### config.mk
export PLATFORM = sky130hd
export DESIGN_NAME = sdd_top
export DESIGN_NICKNAME = d
export VERILOG_FILES = /design/src/design/sdd_pkg.sv /design/src/design/sdd_top.sv
export SDC_FILE = /design/constraint.sdc
export NUM_CORES = 1
export LEC_CHECK = 0
export BUFFER_PORTS_ARGS = -buffer_cell sky130_fd_sc_hd__buf_2
export CAP_MARGIN = 20
export CELL_PAD_IN_SITES_DETAIL_PLACEMENT = 0
export CELL_PAD_IN_SITES_GLOBAL_PLACEMENT = 2
export CORE_MARGIN = 2
export CORE_UTILIZATION = 46
export DETAILED_ROUTE_END_ITERATION = 16
export PLACE_DENSITY = 0.9
export SLEW_MARGIN = 10
export SYNTH_ARGS = -nofsm -noshare
export SYNTH_HDL_FRONTEND = slang
export SYNTH_SLANG_ARGS = --single-unit
### constraint.sdc
create_clock -name core_clk -period 5.53 [get_ports core_clk]
set_input_delay 0.2765 -clock core_clk [delete_from_list [all_inputs] [get_ports core_clk]]
set_output_delay 0.2765 -clock core_clk [all_outputs]
set_load 0.005 [all_outputs]
### src/design/sdd_pkg.sv
// package of constants and types for the segment display driver
package sdd_pkg;

   // ****************************************
   // register offsets
   // ****************************************
   localparam logic [1:0] ADDR_CONTROL = 2'h0;
   localparam logic [1:0] ADDR_POINTER = 2'h1;
   localparam logic [1:0] ADDR_WINDOW  = 2'h2;
   localparam logic [1:0] ADDR_PUMP    = 2'h3;

   // ****************************************
   // field positions
   // ****************************************
   localparam int BIAS_BIT      = 7;
   localparam int DUTY_HI_BIT   = 6;
   localparam int DUTY_LO_BIT   = 5;
   localparam int ENABLE_BIT    = 4;
   localparam int STYLE_BIT     = 2;
   localparam int FRAME_HI_BIT  = 1;
   localparam int FRAME_LO_BIT  = 0;
   localparam int PUMP_HI_BIT   = 2;
   localparam int PUMP_LO_BIT   = 1;

   // ****************************************
   // reset values and write masks
   // ****************************************
   localparam logic [7:0] CONTROL_RESET = 8'h00;
   localparam logic [4:0] POINTER_RESET = 5'h00;
   localparam logic [7:0] PUMP_RESET    = 8'h00;
   localparam logic [7:0] CONTROL_MASK  = 8'hf7;
   localparam logic [7:0] PUMP_MASK     = 8'h06;

   // ****************************************
   // geometry and timing counts
   // ****************************************
   localparam int SEGMENTS = 32;
   localparam int COMMONS  = 4;
   localparam logic [8:0] FRAME_HALF_0    = 9'd256;
   localparam logic [8:0] FRAME_HALF_1    = 9'd280;
   localparam logic [8:0] FRAME_HALF_2    = 9'd304;
   localparam logic [8:0] FRAME_HALF_3    = 9'd232;
   localparam logic [8:0] FRAME_THIRD_0   = 9'd172;
   localparam logic [8:0] FRAME_THIRD_1   = 9'd188;
   localparam logic [8:0] FRAME_THIRD_2   = 9'd204;
   localparam logic [8:0] FRAME_THIRD_3   = 9'd156;
   localparam logic [8:0] FRAME_QUARTER_0 = 9'd128;
   localparam logic [8:0] FRAME_QUARTER_1 = 9'd140;
   localparam logic [8:0] FRAME_QUARTER_2 = 9'd152;
   localparam logic [8:0] FRAME_QUARTER_3 = 9'd116;
   localparam logic [3:0] PUMP_DIV_4  = 4'h1;
   localparam logic [3:0] PUMP_DIV_8  = 4'h3;
   localparam logic [3:0] PUMP_DIV_16 = 4'h7;

   // ****************************************
   // types
   // ****************************************
   typedef enum logic [1:0] {
      SDD_DUTY_HALF    = 2'b00,
      SDD_DUTY_THIRD   = 2'b01,
      SDD_DUTY_QUARTER = 2'b10
   } sdd_duty_e;

   typedef struct packed {
      logic [1:0] addr;
      logic [7:0] wdata;
      logic       wr;
      logic       rd;
   } sdd_bus_s;

   // per common line: drive active and phase level
   typedef struct packed {
      logic [3:0]  com_on;
      logic [3:0]  com_level;
      logic [31:0] seg_level;
   } sdd_drive_s;

endpackage : sdd_pkg

### src/design/sdd_top.sv
// segment display driver: registers, display ram, scan timing and drive levels
//
// Decided for this implementation: the strobed register port and the placing of the registers.
`timescale 1ns/1ps
module sdd_top (
   input  wire logic        core_clk,
   input  wire logic        resetn,
   input  wire logic        clk_en,
   input  wire logic        sub_osc_tick,
   input  wire logic [1:0]  reg_addr,
   input  wire logic [7:0]  reg_wdata,
   input  wire logic        reg_wr,
   input  wire logic        reg_rd,
   output logic      [7:0]  reg_rdata,
   output logic      [3:0]  common_on,
   output logic      [3:0]  common_level,
   output logic      [31:0] segment_level,
   output logic             bias_third,
   output logic             pump_clk
);

   // ****************************************
   // register file
   // ****************************************
   sdd_pkg::sdd_bus_s bus;
   logic [7:0]  display_control;
   logic [4:0]  display_ram_index;
   logic [7:0]  system_pump_clock_control;
   logic [3:0]  display_ram [0:sdd_pkg::SEGMENTS-1];
   logic [7:0]  next_rdata;

   assign bus = '{addr: reg_addr, wdata: reg_wdata, wr: reg_wr, rd: reg_rd};

   // ****************************************
   // write decode
   // ****************************************
   // strobes are qualified by the enable here, so a frozen core takes no write
   logic wr_control;
   logic wr_pointer;
   logic wr_window;
   logic wr_pump;

   assign wr_control = clk_en && bus.wr && (bus.addr == sdd_pkg::ADDR_CONTROL);
   assign wr_pointer = clk_en && bus.wr && (bus.addr == sdd_pkg::ADDR_POINTER);
   assign wr_window  = clk_en && bus.wr && (bus.addr == sdd_pkg::ADDR_WINDOW);
   assign wr_pump    = clk_en && bus.wr && (bus.addr == sdd_pkg::ADDR_PUMP);

   wire       display_enable  = display_control[sdd_pkg::ENABLE_BIT];
   wire       duty_select_high = display_control[sdd_pkg::DUTY_HI_BIT];
   wire       duty_select_low  = display_control[sdd_pkg::DUTY_LO_BIT];
   wire       bias_select     = display_control[sdd_pkg::BIAS_BIT];
   wire       waveform_style  = display_control[sdd_pkg::STYLE_BIT];
   wire [1:0] frame_rate      = {display_control[sdd_pkg::FRAME_HI_BIT],
                                 display_control[sdd_pkg::FRAME_LO_BIT]};
   wire [1:0] pump_clock_sel  = {system_pump_clock_control[sdd_pkg::PUMP_HI_BIT],
                                 system_pump_clock_control[sdd_pkg::PUMP_LO_BIT]};

   // ****************************************
   // duty decode
   // ****************************************
   sdd_pkg::sdd_duty_e duty;
   always_comb begin
      if (duty_select_high)
         duty = sdd_pkg::SDD_DUTY_QUARTER;
      else if (duty_select_low)
         duty = sdd_pkg::SDD_DUTY_THIRD;
      else
         duty = sdd_pkg::SDD_DUTY_HALF;
   end

   // ****************************************
   // control register
   // ****************************************
   always_ff @(posedge core_clk) begin
      if (!resetn) begin
         display_control <= sdd_pkg::CONTROL_RESET;
      end else if (wr_control) begin
         display_control <= bus.wdata & sdd_pkg::CONTROL_MASK;
      end
   end

   // ****************************************
   // ram pointer
   // ****************************************
   // upper pointer bits are dropped, not stored
   always_ff @(posedge core_clk) begin
      if (!resetn) begin
         display_ram_index <= sdd_pkg::POINTER_RESET;
      end else if (wr_pointer) begin
         display_ram_index <= bus.wdata[4:0];
      end
   end

   // ****************************************
   // pump select register
   // ****************************************
   always_ff @(posedge core_clk) begin
      if (!resetn) begin
         system_pump_clock_control <= sdd_pkg::PUMP_RESET;
      end else if (wr_pump) begin
         system_pump_clock_control <= bus.wdata & sdd_pkg::PUMP_MASK;
      end
   end

   // ****************************************
   // display ram
   // ****************************************
   // ram has no reset; software loads it before enabling
   always_ff @(posedge core_clk) begin
      if (wr_window) begin
         display_ram[display_ram_index] <= bus.wdata[3:0];
      end
   end

   // ****************************************
   // read back
   // ****************************************
   always_comb begin
      next_rdata = 8'h00;
      unique case (bus.addr)
         sdd_pkg::ADDR_CONTROL: next_rdata = display_control;
         sdd_pkg::ADDR_POINTER: next_rdata = {3'b000, display_ram_index};
         sdd_pkg::ADDR_WINDOW:  next_rdata = {4'h0, display_ram[display_ram_index]};
         sdd_pkg::ADDR_PUMP:    next_rdata = system_pump_clock_control;
      endcase
   end

   // ****************************************
   // read data register
   // ****************************************
   always_ff @(posedge core_clk) begin
      if (!resetn) begin
         reg_rdata <= 8'h00;
      end else if (clk_en) begin
         reg_rdata <= bus.rd ? next_rdata : 8'h00;
      end
   end

   // ****************************************
   // scan timing on the sub-oscillator tick
   // ****************************************
   logic [8:0] phase_len;
   logic [1:0] last_common;
   logic [8:0] tick_count;
   logic [1:0] active_common;
   logic       frame_half;

   // ****************************************
   // phase length
   // ****************************************
   always_comb begin
      phase_len = sdd_pkg::FRAME_HALF_0;
      unique case (duty)
         sdd_pkg::SDD_DUTY_HALF: begin
            unique case (frame_rate)
               2'b00: phase_len = sdd_pkg::FRAME_HALF_0;
               2'b01: phase_len = sdd_pkg::FRAME_HALF_1;
               2'b10: phase_len = sdd_pkg::FRAME_HALF_2;
               2'b11: phase_len = sdd_pkg::FRAME_HALF_3;
            endcase
         end
         sdd_pkg::SDD_DUTY_THIRD: begin
            unique case (frame_rate)
               2'b00: phase_len = sdd_pkg::FRAME_THIRD_0;
               2'b01: phase_len = sdd_pkg::FRAME_THIRD_1;
               2'b10: phase_len = sdd_pkg::FRAME_THIRD_2;
               2'b11: phase_len = sdd_pkg::FRAME_THIRD_3;
            endcase
         end
         sdd_pkg::SDD_DUTY_QUARTER: begin
            unique case (frame_rate)
               2'b00: phase_len = sdd_pkg::FRAME_QUARTER_0;
               2'b01: phase_len = sdd_pkg::FRAME_QUARTER_1;
               2'b10: phase_len = sdd_pkg::FRAME_QUARTER_2;
               2'b11: phase_len = sdd_pkg::FRAME_QUARTER_3;
            endcase
         end
         default: phase_len = sdd_pkg::FRAME_HALF_0;
      endcase
   end

   // ****************************************
   // common count
   // ****************************************
   always_comb begin
      unique case (duty)
         sdd_pkg::SDD_DUTY_HALF:    last_common = 2'd1;
         sdd_pkg::SDD_DUTY_THIRD:   last_common = 2'd2;
         sdd_pkg::SDD_DUTY_QUARTER: last_common = 2'd3;
         default:                   last_common = 2'd1;
      endcase
   end

   // ****************************************
   // scan counters
   // ****************************************
   // each common phase lasts phase_len ticks, type B flips polarity per frame
   // holding phase 0 while off keeps a re-enabled panel from starting mid frame
   always_ff @(posedge core_clk) begin
      if (!resetn || !display_enable) begin
         tick_count    <= 9'd0;
         active_common <= 2'd0;
         frame_half    <= 1'b0;
      end else if (clk_en && sub_osc_tick) begin
         if (tick_count == phase_len - 9'd1) begin
            tick_count <= 9'd0;
            if (active_common >= last_common) begin
               active_common <= 2'd0;
               frame_half    <= ~frame_half;
            end else begin
               active_common <= active_common + 2'd1;
            end
         end else begin
            tick_count <= tick_count + 9'd1;
         end
      end
   end

   // ****************************************
   // drive levels
   // ****************************************
   // type A inverts within every phase at half count, type B per frame
   wire [8:0] half_len   = {1'b0, phase_len[8:1]};
   wire       polarity   = waveform_style ? frame_half : (tick_count >= half_len);
   sdd_pkg::sdd_drive_s next_drive;
   logic [31:0] seg_level;

   // ****************************************
   // segment cells
   // ****************************************
   for (genvar s = 0; s < sdd_pkg::SEGMENTS; s++) begin : g_seg
      sdd_seg_cell #(
         .COMMONS       (sdd_pkg::COMMONS)
      ) u_cell (
         .dots          (display_ram[s]),
         .active_common (active_common),
         .polarity      (polarity),
         .enable        (display_enable),
         .level         (seg_level[s])
      );
   end

   always_comb begin
      next_drive = '0;
      if (display_enable) begin
         for (int c = 0; c < sdd_pkg::COMMONS; c++) begin
            next_drive.com_on[c]    = (2'(c) == active_common) && (2'(c) <= last_common);
            next_drive.com_level[c] = polarity;
         end
         next_drive.seg_level = seg_level;
      end
   end

   // ****************************************
   // output registers
   // ****************************************
   always_ff @(posedge core_clk) begin
      if (!resetn) begin
         common_on     <= 4'h0;
         common_level  <= 4'h0;
         segment_level <= 32'h0000_0000;
         bias_third    <= 1'b0;
      end else if (clk_en) begin
         common_on     <= next_drive.com_on;
         common_level  <= next_drive.com_level;
         segment_level <= next_drive.seg_level;
         bias_third    <= bias_select;
      end
   end

   // ****************************************
   // charge pump clock
   // ****************************************
   logic [3:0] pump_count;
   logic [3:0] pump_limit;
   always_comb begin
      unique case (pump_clock_sel)
         2'b00: pump_limit = 4'h0;
         2'b01: pump_limit = sdd_pkg::PUMP_DIV_4;
         2'b10: pump_limit = sdd_pkg::PUMP_DIV_8;
         2'b11: pump_limit = sdd_pkg::PUMP_DIV_16;
      endcase
   end

   // ****************************************
   // pump divider
   // ****************************************
   // divided rates toggle every limit+1 ticks, so the period is twice that
   always_ff @(posedge core_clk) begin
      if (!resetn || !display_enable) begin
         pump_count <= 4'h0;
         pump_clk   <= 1'b0;
      end else if (clk_en) begin
         if (pump_clock_sel == 2'b00) begin
            // full rate: a pulse per tick is the only Fs clock a tick can give
            pump_count <= 4'h0;
            pump_clk   <= sub_osc_tick;
         end else if (sub_osc_tick) begin
            if (pump_count >= pump_limit) begin
               pump_count <= 4'h0;
               pump_clk   <= ~pump_clk;
            end else begin
               pump_count <= pump_count + 4'h1;
            end
         end
      end
   end

endmodule : sdd_top

// ****************************************
// one segment line
// ****************************************
// the same small cell serves all 32 lines, so one line proven is all proven
module sdd_seg_cell #(
   parameter int COMMONS = 4
) (
   input  wire logic [COMMONS-1:0] dots,
   input  wire logic [1:0]         active_common,
   input  wire logic               polarity,
   input  wire logic               enable,
   output logic                    level
);
   always_comb begin
      level = 1'b0;
      if (enable) begin
         level = dots[active_common] ^ polarity;
      end
   end
endmodule : sdd_seg_cell

# Word-level counts from Yosys, hierarchy flattened
# Memory sizes are Yosys's and may differ from the RTL's. A register that Yosys moved wholly into a read port is not among the register bits.
# Cells that the tools add are included.
dict set report word_totals {
  ff_bits 80
  ramBits 128
  inputBits 16
  memories 1
}
dict set report classes {
  addsub 4
  magnitude_cmp 8
  n_eq_ne 15
  mux 88
  bitwise 34
  reduce_logical 24
}
# name depth width rd rd_ports_with_merged_regs wr line_no
set mem_list {}
lappend mem_list {display_ram 32 4 33 1 1 sdd_top.sv:29} ;# logic [3:0] display_ram [0:sdd_pkg::SEGMENTS-1];
# operator n
set op_table {}
lappend op_table {{$pmux W9 S4} 3}
lappend op_table {{$bmux W1 S2} 32}
lappend op_table {{$mux W40} 1}
lappend op_table {{$mux W1} 39}
lappend op_table {{$pmux W8 S4} 1}
lappend op_table {{$xor A1 B1 Y1} 32}
lappend op_table {{$pmux W9 S3} 1}
lappend op_table {{$pmux W4 S4} 1}
lappend op_table {{$eq A2 B2 Y1 const B} 7}
lappend op_table {{$mux W4} 3}
lappend op_table {{$logic_and A1 B1 Y1} 10}
lappend op_table {{$logic_not A2 Y1} 5}
lappend op_table {{$mux W5} 2}
lappend op_table {{$add A9 B1 Y9 const B} 1}
lappend op_table {{$eq A9 B9 Y1} 1}
lappend op_table {{$ge A9 B8 Y1} 1}
lappend op_table {{$mux W9} 1}
lappend op_table {{$sub A9 B1 Y9 const B} 1}
lappend op_table {{$eq A2 B1 Y1 const B} 4}
lappend op_table {{$mux W8} 1}
lappend op_table {{$reduce_and A3 Y1} 2}
lappend op_table {{$add A4 B1 Y4 const B} 1}
lappend op_table {{$eq A2 B2 Y1 const A} 2}
lappend op_table {{$ge A4 B4 Y1} 1}
lappend op_table {{other kinds (13)} 20}

# Logic depth before layout (Yosys ltp)
# Gate-level depths: netlist of run 1.
dict set report depth {
  word_depth 8
  mapped_depth 15
  mapped_depth_nobuf 12
}

# By module
# From an unflattened synthesis of run 1, not the netlist that was laid out.
dict set report hier_totals {
  hier_cells 759
  area_unflattened_um2 10231.1
}
# module instances cells_per_inst area_per_inst_um2 seq_area_each_um2
set by_module_without_submodules {}
lappend by_module_without_submodules {sdd_top 1 663 9029.9 5485.3}
lappend by_module_without_submodules {sdd_seg_cell 32 3 37.5 0.0}

# Worst setup path before layout of run 1
# No wires, ideal clock.
dict set report synth_path {
  path_type {reg2reg}
  startpoint {register display_control[1]}
  endpoint {register segment_level[0]}
  setup_ps 64
  arrival_time_ps 2697
  required_time_ps 5466
  slack_ps 2769
  stages_incl_launch_ff 15
  n_path_buf 3
  cell_sequence {dfxtp_1 -> ha_1 -> nor2_1 -> a21oi_1 -> ha_1 -> nand2b_1 -> a21boi_0 -> o21a_1 -> o211ai_1 -> a21bo_2 -> clkbuf_1 -> buf_2 -> clkbuf_1 -> nand3_1 -> nand4_1}
}
dict set report synth_between {
  elab_chain_len 7
}
# element line_no
set synth_rtl {}
lappend synth_rtl {{start: declaration} sdd_top.sv:26} ;# logic [7:0] display_control;
lappend synth_rtl {{start signal: assignment} sdd_top.sv:76} ;# display_control <= sdd_pkg::CONTROL_RESET;
lappend synth_rtl {{start signal: assignment} sdd_top.sv:78} ;# display_control <= bus.wdata & sdd_pkg::CONTROL_MASK;
lappend synth_rtl {{$eq A2 B2 Y1, or another cell as far along} {sdd_top.sv:155, sdd_top.sv:163, sdd_top.sv:171}}
lappend synth_rtl {{$pmux W9 S4 (on tied branches)} {sdd_top.sv:171, sdd_top.sv:155, sdd_top.sv:163}}
lappend synth_rtl {{$pmux W9 S3 (*)} sdd_top.sv:153} ;# unique case (duty)
lappend synth_rtl {{$ge A9 B8 Y1 (*)} sdd_top.sv:224} ;# wire polarity = waveform_style ? frame_half : (tick_count >= half_len);
lappend synth_rtl {{$mux W1 (*)} sdd_top.sv:224}
lappend synth_rtl {{$xor A1 B1 Y1 (*)} sdd_top.sv:327} ;# level = dots[active_common] ^ polarity;
lappend synth_rtl {{$mux W40 (*)} sdd_top.sv:245} ;# if (display_enable) begin
lappend synth_rtl {{end signal: assignment} sdd_top.sv:266} ;# segment_level <= next_drive.seg_level;
lappend synth_rtl {{end: declaration} sdd_top.sv:17} ;# output logic [31:0] segment_level,
# Mark *: on every way between the ends. The rest lies on a longest branch, timed or not. The select of a mux whose other input is x is not followed.
# A chain may end at the register's enable or synchronous reset.

# Final worst setup path of run 1
dict set report layout_path {
  startpoint {register display_control[1]}
  endpoint {register tick_count[7]}
}
dict set report layout_between {
  elab_chain_len 6
}
# element line_no
set layout_rtl {}
lappend layout_rtl {{$eq A2 B2 Y1, or another cell as far along} {sdd_top.sv:155, sdd_top.sv:163, sdd_top.sv:171}}
lappend layout_rtl {{$pmux W9 S4 (on tied branches)} {sdd_top.sv:171, sdd_top.sv:155, sdd_top.sv:163}}
lappend layout_rtl {{$pmux W9 S3 (*)} sdd_top.sv:153}
lappend layout_rtl {{$sub A9 B1 Y9 (*)} sdd_top.sv:205} ;# if (tick_count == phase_len - 9'd1) begin
lappend layout_rtl {{$eq A9 B9 Y1 (*)} sdd_top.sv:205}
lappend layout_rtl {{$mux W9 (*)} sdd_top.sv:205}
lappend layout_rtl {{end signal: assignment} sdd_top.sv:214} ;# tick_count <= tick_count + 9'd1;
lappend layout_rtl {{end: declaration} sdd_top.sv:144} ;# logic [8:0] tick_count;
# Marked as above.

==> results.py, run 1 <==
metrics = {
    "layout": {
        "nNetsFinal": 899,
        "drive_gt1_share_pct": 23.4,
        "instances_no_fill": 1162,
        "antenna_cells": 0,
        "num-fill-cells": 1892,
        "layout_common_cells": "128 x edfxtp_1, 80 x dfxtp_1, 72 x mux4_2",
        "area_delta_synth_final_pct": 12.0,
        "final_common_cell": "edfxtp_1",
    },
    "global_routing": {
        "grt_max_degree": 66,
        "grt.total_usage_pct": 21.3,
        "overflow": 0,
        "grt_pass1_vias": 6759,
        "grt_antenna_before_repair": 0,
        "grt_pass1_wl_mm": 40.1,
    },
    "pwr": {
        "pwr-share-seq_pct": 49.9,
        "clkPwrFrac_pct": 45.5,
        "power_density_mw_per_mm2": 285,
        "irDropWorstVdd_mv": 0.188,
        "p_leak_nw": 4.12,
        "pwr-share-comb_pct": 4.6,
        "internal-power_mw": 2.61,
        "p_sw_share_pct": 22.1,
        "p_switching_mw": 0.741,
    },
    "cts": {
        "cts.htree.levels": 1,
        "post-cts-setup-buffers": 0,
        "hold_buffers": 0,
        "cts_sinks": 210,
        "clkTransAtPathRegs_ps": 60,
        "clockRootBuffer": "clkbuf_16",
        "clk_path_buf_depth": 3,
        "numCtsBuffers": 24,
        "cts_resized": 0,
        "clock_latency_ps": 530,
        "cts_tree": "built",
    },
    "sta": {
        "tightestPinTransition_ps": 767,
        "fin_setup_tns_ps": 0,
        "rsz0062_at_grt": "no",
        "final_hold_viol_count": 0,
        "period_share_pct": 54.7,
        "finalSetupViolCount": 0,
        "maxSlewViolCount": 0,
        "finalCriticalPeriod_ps": 3020,
        "relSlewSlack_pct": 48.9,
        "max_clock_freq_mhz": 331,
        "finalClockSkew_ps": 24.1,
    },
    "setup_path": {
        "critPathRequiredTime_ps": 5940,
        "critPathMaxFanout": 7,
        "reg2reg_depth": 11,
        "worstSetupPathType": "reg2reg",
        "critPathLaunchType": "flop",
        "cp.arrival_ps": 3430,
        "end_kind": "flop",
    },
    "logic_synthesis": {
        "synth-edff-count": 128,
        "synth-seq-cells": 210,
        "async_reset_ff_share_pct": 0,
        "syn-instance-count": 821,
        "ys_seq_area_share_pct": 52.3,
        "ys_types": 60,
        "yosysWarnings": 0,
        "synth_ff_type": "edfxtp_1",
        "syn_avg_cell_area_um2": 12.8,
        "synth_nets": 861,
        "synth.cell_area_mm2": 0.0105,
    },
    "die": {
        "rows": 55,
        "die_area_mm2": 0.0240,
        "fp.coreArea_mm2": 0.0225,
        "die_w_um": 155,
        "dieHeight_um": 155,
        "start_util_pct": 46.6,
        "io_pins": 66,
    },
    "drt": {
        "antenna_left": 0,
        "drt_iter0_drc": 512,
        "finalWirelength_mm": 25.0,
        "viasPerCell": 5.88,
        "wl_per_cell_um": 21.5,
        "drc": 0,
        "drt-pass1-iter-count": 4,
        "num_vias": 6837,
    },
    "placed_design": {
        "io_buffers": 65,
        "routabilityCongestion": 0.830,
        "hpwlAfterDp_mm": 16.8,
        "dp_cells": 1117,
    },
    "min_path": {
        "whs_path_depth": 3,
        "hp-class": "in2reg",
    },
    "flow_run": {
        "maxCapViolCount": 0,
    },
    "outcome": {
        "outcome": "finished clean",
    },
}
[area by class of cell]
| type | count | area [um^2] | share of cell area (%) |
|---|---|---|---|
| clock inverter | 13 | 124 | 1.05 |
| timing repair buffer | 77 | 435 | 3.71 |
| clock buffer | 31 | 627 | 5.33 |
| multi-input combinational | 529 | 4660 | 39.6 |
| sequential | 210 | 5490 | 46.7 |
| inverter | 17 | 63.8 | 0.543 |
| tap | 285 | 357 | 3.03 |
[cells in the mapped netlist (all sizes together) (2+ instances only)]
library cell | number | area [um^2]
edfxtp | 128 | 3840
dfxtp | 82 | 1640
mux4 | 72 | 1620
nand2 | 60 | 228
mux2i | 53 | 534
nor2 | 53 | 199
nand3 | 49 | 245
nand4 | 42 | 269
clkbuf | 40 | 150
or3 | 36 | 230
buf | 25 | 155
nor2b | 25 | 156
ha | 24 | 300
a21oi | 18 | 93.8
inv | 17 | 63.8
nand2b | 9 | 58.8
xnor2 | 9 | 78.8
and3 | 8 | 50.1
o21ai | 8 | 40.0
xor2 | 7 | 61.3
a21boi | 5 | 37.5
a22o | 3 | 26.3
and2 | 3 | 18.8
mux2 | 3 | 33.8
nand3b | 3 | 22.5
nor4 | 3 | 18.8
o21a | 3 | 22.5
o22ai | 3 | 18.8
or2 | 3 | 18.8
a21o | 2 | 15.0
a311o | 2 | 20.0
a31o | 2 | 17.5
nand4b | 2 | 17.5
nor3b | 2 | 15.0
nor4bb | 2 | 20.0
o211ai | 2 | 15.0
o32ai | 2 | 25.0
[through the flow]
| stage | hold slack [ps] | setup WS (ps) | area (um^2) | power [mW] | utilization [%] |
|---|---|---|---|---|---|
| detailed placement | 440 | 2240 | 11000 | 1.85 | 48.8 |
| global route | 33.6 | 2290 | 11800 | 3.45 | 52.2 |
| global placement | 434 | 2210 | 11000 | 1.85 | 48.7 |
| floorplan | 375 | 2770 | 10500 | 1.80 | - |
| finish | 16.5 | 2510 | 11800 | 3.35 | 52.2 |
| CTS | 10.0 | 2200 | 11700 | 3.37 | 52.1 |
[routing by layer]
| metal | share of wire, % | global-route usage [%] | wire length, um |
|---|---|---|---|
| met1 | 45 | 30.8 | 11300 |
| met5 | 0 | 0 | 0 |
| met2 | 48 | 34.6 | 12000 |
| met4 | 1.8 | 4.50 | 452 |
| met3 | 5.1 | 3.06 | 1280 |
[path summary, 6_finish.rpt]
check                                   startpoint  slack (ps)                 end
worst min register to register    segment_level[4]         450    segment_level[4]
worst max-delay path            display_control[1]        2510       tick_count[7]
worst max register to register  display_control[1]        2510       tick_count[7]
worst min-delay path                  reg_wdata[7]          20  display_control[7]
[state kept, by name (all words and copies together) (netlist names), named ones only]
signal	count
frame_half	1
system_pump_clock_control	2
pump_clk	1
display_control	7
segment_level	32
active_common	2
bias_third	1
pump_count	4
common_on	4
reg_rdata	8
tick_count	9
common_level	1
display_ram_index	5
display_ram	128
[cell families after synthesis]
family	synth area share (%)
AOI/OAI and AO/OA	3.99
xor gates and xnor gates	1.34
adders and majority gates	2.86
buffers and inverters	3.52
DFF	52.3
muxes	20.9
and+or+nand+nor	15.2
[power groups by stage]
stage	Combinational (mW)	Clock, mW	Sequential (mW)
after floorplan	0.0996	0	1.70
after global placement	0.147	0	1.71
after detailed placement	0.147	0	1.71
after CTS	0.148	1.55	1.67
after global routing	0.168	1.61	1.67
final	0.153	1.53	1.67
[worst max-delay path, stage by stage, from the launching register on]
cell	delay (ps)
dfxtp_1	410
ha_1	330
nor2_1	110
a21oi_1	290
inv_1	80
ha_1	270
xnor2_1	200
xnor2_1	130
nand4_1	180
a221oi_4	310
nand4_2	330
and3_1	280
(Power assumes the default switching activity.)
==> inputs of run 2 (changes only) <==
CORE_UTILIZATION = 43   (was 46)
PLACE_DENSITY = 0.85   (was 0.9)
clock period = 3 ns   (was 5.53 ns; I/O delays follow)
==> results.py, run 2 (synthesis gave the netlist of run 1 again) <==
metrics = {
    "layout": {
        "antenna_cells": 0,
        "regMostFlops": "display_ram",
        "multi_input_area_mm2": 0.00467,
        "nNetsFinal": 912,
        "area_delta_synth_final_pct": 14.2,
        "layout_common_cells": "128 x edfxtp_1, 78 x dfxtp_1, 72 x mux4_2",
        "top_regs": "display_ram: 128 flops, segment_level: 32 flops, tick_count: 9 flops",
        "drive_gt1_share_pct": 24.3,
        "largest_register_ffs": 128,
        "seq_area_mm2": 0.00549,
        "num-fill-cells": 2132,
        "final_common_cell": "edfxtp_1",
    },
    "placed_design": {
        "io_buffers": 65,
        "hpwlAfterDp_mm": 17.6,
        "routabilityCongestion": 0.804,
    },
    "cts": {
        "numCtsBuffers": 24,
        "cts.htree.levels": 1,
        "clk_path_buf_depth": 3,
        "cts_sinks": 210,
        "clkTransAtPathRegs_ps": 60,
        "clockRootBuffer": "clkbuf_16",
        "clock_latency_ps": 530,
        "cts_tree": "built",
        "post-cts-setup-buffers": 0,
    },
    "flow_run": {
        "maxCapViolCount": 0,
    },
    "drt": {
        "antenna_left": 0,
        "drt_iter0_drc": 640,
        "wl_per_cell_um": 21.4,
        "finalWirelength_mm": 25.9,
        "drt-pass1-iter-count": 6,
        "viasPerCell": 5.64,
        "drc": 0,
        "num_vias": 6844,
    },
    "pwr": {
        "p_leak_nw": 4.19,
        "p_total_mw": 6.25,
        "internal-power_mw": 4.90,
        "pwr-share-seq_pct": 49.3,
        "pwr-share-comb_pct": 4.8,
        "power_density_mw_per_mm2": 522,
        "p_switching_mw": 1.35,
        "clkPwrFrac_pct": 45.9,
        "p_sw_share_pct": 21.6,
        "irDropWorstVdd_mv": 0.328,
    },
    "die": {
        "fp.coreArea_mm2": 0.0241,
        "io_pins": 66,
        "rows": 57,
        "die_w_um": 160,
        "die_area_mm2": 0.0257,
        "start_util_pct": 43.5,
        "dieHeight_um": 160,
    },
    "sta": {
        "finalCriticalPeriod_ps": 2770,
        "finalSetupViolCount": 0,
        "fin_hold_ws_ps": 127,
        "final_hold_viol_count": 0,
        "relSlewSlack_pct": 49.4,
        "maxSlewViolCount": 0,
        "finalClockSkew_ps": 14.6,
        "rsz0062_at_grt": "no",
        "fin_setup_tns_ps": 0,
        "max_clock_freq_mhz": 361,
        "period_share_pct": 92.4,
        "tightestPinTransition_ps": 759,
    },
    "global_routing": {
        "grt_pass1_vias": 6810,
        "overflow": 0,
        "grt_max_degree": 66,
        "grt.total_usage_pct": 20.1,
        "grt_pass1_wl_mm": 40.3,
        "grt_antenna_before_repair": 0,
    },
    "setup_path": {
        "r2r_start": "display_control[0]",
        "cp.arrival_ps": 3180,
        "reg2reg_depth": 10,
        "end_kind": "flop",
        "critPathLaunchType": "flop",
        "critPathRequiredTime_ps": 3410,
        "worstSetupPathType": "reg2reg",
        "r2r-end": "tick_count[7]",
        "critPathMaxFanout": 7,
        "rrSetupSlack_ps": 230,
    },
    "min_path": {
        "worstHoldEndpoint": "system_pump_clock_control[2]",
        "min-delay-start": "reg_wr",
        "hp-class": "in2reg",
        "whs_path_depth": 4,
    },
    "outcome": {
        "outcome": "finished clean",
    },
}
-- run 2: changes by cell type in the layout (fill, tap and decap cells not counted), sizes merged --
cell	previous run	this run
dlygate4sd3	0	6
bufinv	2	3
clkbuf	31	30
clkinv	10	9
buf	77	84
-- run 2: through the flow --
stage | area (um^2) | utilization [%] | setup slack (ps) | std cells
after floorplan | 10500 | - | 239 | 821
after global placement | 11100 | 46.2 | 165 | 1164
after detailed placement | 11100 | 46.2 | 98.2 | 1164
after CTS | 12000 | 49.6 | 68.2 | 1213
after global routing | 12000 | 49.7 | 23.3 | 1213
final | 12000 | 49.7 | 228 | 1213
-- run 2: area by class of cell --
type                       count  share of cell area (%)
sequential                   210                    45.8
multi-input combinational    529                    39.0
clock buffer                  30                    5.20
timing repair buffer          90                    4.82
tap                          324                    3.38
clock inverter                13                    1.23
inverter                      17                   0.533
-- run 2: critical path: stages (launching register included) --
cell,delay [ps]
dfxtp_1,390
inv_1,110
ha_1,330
o21ai_0,280
ha_1,300
xnor2_1,160
xnor2_1,140
nand4_1,200
a221oi_4,340
nand4_4,200
and3_1,220
-- run 2: how the worst max path moves through the flow --
stage	startpoint	to	slack, ps	depth (start not counted)
after floorplan	display_control[1]	segment_level[0]	240	14
after global placement	display_control[1]	tick_count[7]	170	11
after detailed placement	display_control[1]	tick_count[4]	100	11
after CTS	display_control[1]	tick_count[4]	70	11
after global routing	display_control[0]	tick_count[6]	20	10
final	display_control[0]	tick_count[7]	230	10
-- run 2: power by group through the flow --
stage	registers (mW)	clock network, mW	logic (mW)
3_3_place_gp	3.14	0	0.288
6_report	3.08	2.87	0.297
5_1_grt	3.08	3.02	0.322
4_1_cts	3.08	2.92	0.297
3_5_place_dp	3.15	0	0.290
2_1_floorplan	3.14	0	0.184
-- run 2: layer usage --
metal / vias up / share of wire (%) / global-route usage, %
met1: 3373 / 45 / 28.7
met5: - / 0 / 0
met4: 0 / 1.8 / 4.83
met2: 198 / 47 / 32.6
li1: 3239 / - / -
met3: 34 / 5.6 / 3.22
-- run 2: repair_timing --
item                       4_1_cts  5_1_grt
resized for setup                0        6
hold buffers                     6        0
setup endpoints to repair        0       43
hold endpoints to repair         8        0
==> inputs of run 3 (changes only) <==
PLACE_DENSITY = unset   (was 0.85)
PLACE_DENSITY_LB_ADDON = 0.15   (was unset)
==> results.py, run 3 (synthesis gave the netlist of run 1 again) <==
metrics = {
    "die": {
        "die_w_um": 160,
        "start_util_pct": 43.5,
        "dieHeight_um": 160,
        "die_area_mm2": 0.0257,
        "rows": 57,
        "fp.coreArea_mm2": 0.0241,
        "io_pins": 66,
    },
    "drt": {
        "viasPerCell": 5.74,
        "top_layer_used": "met4",
        "drc": 0,
        "finalWirelength_mm": 26.9,
        "wl_per_cell_um": 22.1,
        "drt_iter0_drc": 534,
        "antenna_left": 0,
        "route.met3.wl_mm": 1.42,
        "num_vias": 6983,
        "met1_length_mm": 11.7,
        "drt-pass1-iter-count": 4,
        "routed-wl-met2_mm": 13.3,
    },
    "min_path": {
        "hp-class": "in2reg",
    },
    "global_routing": {
        "grt.total_usage_pct": 21.3,
        "grt_max_degree": 66,
        "overflow": 0,
        "grt_pass1_wl_mm": 42.6,
        "grt_antenna_before_repair": 0,
        "grt_pass1_vias": 7126,
    },
    "layout": {
        "drive_gt1_share_pct": 25.1,
        "top_regs": "display_ram: 128 flops, segment_level: 32 flops, tick_count: 9 flops",
        "nNetsFinal": 914,
        "area_delta_synth_final_pct": 14.5,
        "utilization_pct": 49.8,
        "antenna_cells": 0,
        "layout_common_cells": "128 x edfxtp_1, 79 x dfxtp_1, 72 x mux4_2",
        "instances_no_fill": 1216,
        "regMostFlops": "display_ram",
        "final_common_cell": "edfxtp_1",
        "finalInstanceArea_mm2": 0.0120,
        "largest_register_ffs": 128,
    },
    "setup_path": {
        "crit_chain": "inv_1 -> ha_1 -> nor2_2 -> a21oi_1 -> ha_1 -> nand2b_1 -> a21boi_0 -> o21a_1 -> o211ai_1 -> a21bo_2 -> buf_12 -> or3_1 -> nand4_1",
        "crit_top_cell": "ha_1",
        "path_buf_inv": 2,
        "critPathLaunchType": "flop",
        "end_kind": "flop",
        "worstSetupPathType": "reg2reg",
        "critPathRequiredTime_ps": 3460,
        "cp.arrival_ps": 3260,
        "max_stage_delay_ps": 400,
        "critPathMaxFanout": 65,
        "path_delay_family": "compound AO/OA/AOI/OAI gates",
        "critical-path-slowest-cell": "dfxtp_2",
    },
    "sta": {
        "final_hold_viol_count": 0,
        "finalCriticalPeriod_ps": 2800,
        "period_share_pct": 93.4,
        "maxSlewViolCount": 0,
        "fin_hold_ws_ps": 146,
        "relSlewSlack_pct": 42.5,
        "finalClockSkew_ps": 19.7,
        "tightestPinTransition_ps": 863,
        "finalSetupViolCount": 0,
        "max_clock_freq_mhz": 357,
    },
    "cts": {
        "clkTransAtPathRegs_ps": 60,
        "clock_latency_ps": 520,
        "cts_sinks": 210,
        "cts.htree.levels": 1,
        "post-cts-setup-buffers": 0,
        "clk_path_buf_depth": 3,
        "cts_tree": "built",
        "clockRootBuffer": "clkbuf_16",
        "numCtsBuffers": 24,
    },
    "placed_design": {
        "dp_cells": 1166,
        "routabilityCongestion": 0.839,
        "place_area_mm2": 0.0112,
        "hpwlAfterDp_mm": 18.6,
        "io_buffers": 65,
    },
    "pwr": {
        "irDropWorstVdd_mv": 0.420,
        "p_leak_nw": 4.22,
        "power_density_mw_per_mm2": 520,
    },
    "flow_run": {
        "maxCapViolCount": 0,
    },
    "outcome": {
        "outcome": "finished clean",
    },
}
run 3: changes by cell type in the layout (fill, tap and decap cells not counted), sizes merged:
cell / change
clkinv: -2
buf: +2
clkbuf: +1
clkinvlp: +2
bufinv: -2
inv: +2
run 3: worst paths after layout:
check	from	end	slack, ps	depth (start not counted)
max	display_control[1]	segment_level[21]	200	13
max reg2reg	display_control[1]	segment_level[21]	200	13
min reg2reg	segment_level[6]	segment_level[6]	450	2
min	reg_wr	system_pump_clock_control[2]	150	4
run 3: where the power goes:
| group | switching, mW | internal (mW) |
|---|---|---|
| clock network | 1.18 | 1.69 |
| logic | 0.191 | 0.109 |
| registers | 0.0145 | 3.07 |
run 3: metrics by stage:
step	power (mW)	setup TNS, ps	setup WS, ps
2_1_floorplan	3.32	0	239
3_3_place_gp	3.44	0	277
3_5_place_dp	3.44	0	123
4_1_cts	6.31	0	101
5_1_grt	6.45	-6.64	-5.42
6_report	6.25	0	197
run 3: tightest hold or removal path: stages:
cell	delay, ps
buf_2	130
nand4_1	150
mux2i_1	90
nor2b_1	90
run 3: what timing repair did:
action | 4_1_cts | 5_1_grt
gates resized for setup | 0 | 4
hold buffers | 6 | 0
endpoints found under the hold margin | 8 | 0
setup endpoints to repair | 0 | 42
run 3: cell type report:
cell class	count	area [um^2]
fill	2140	12100
timing repair buffer	92	606
multi-input combinational	529	4670
sequential	210	5490
clock inverter	13	106
clock buffer	31	678
tap	324	405
inverter	17	63.8
run 3: per-layer routing:
metal	vias to the layer above	global-route usage (%)
met2	192	36.3
met3	31	3.66
li1	3245	-
met4	0	4.01
met1	3515	29.2
met5	-	0
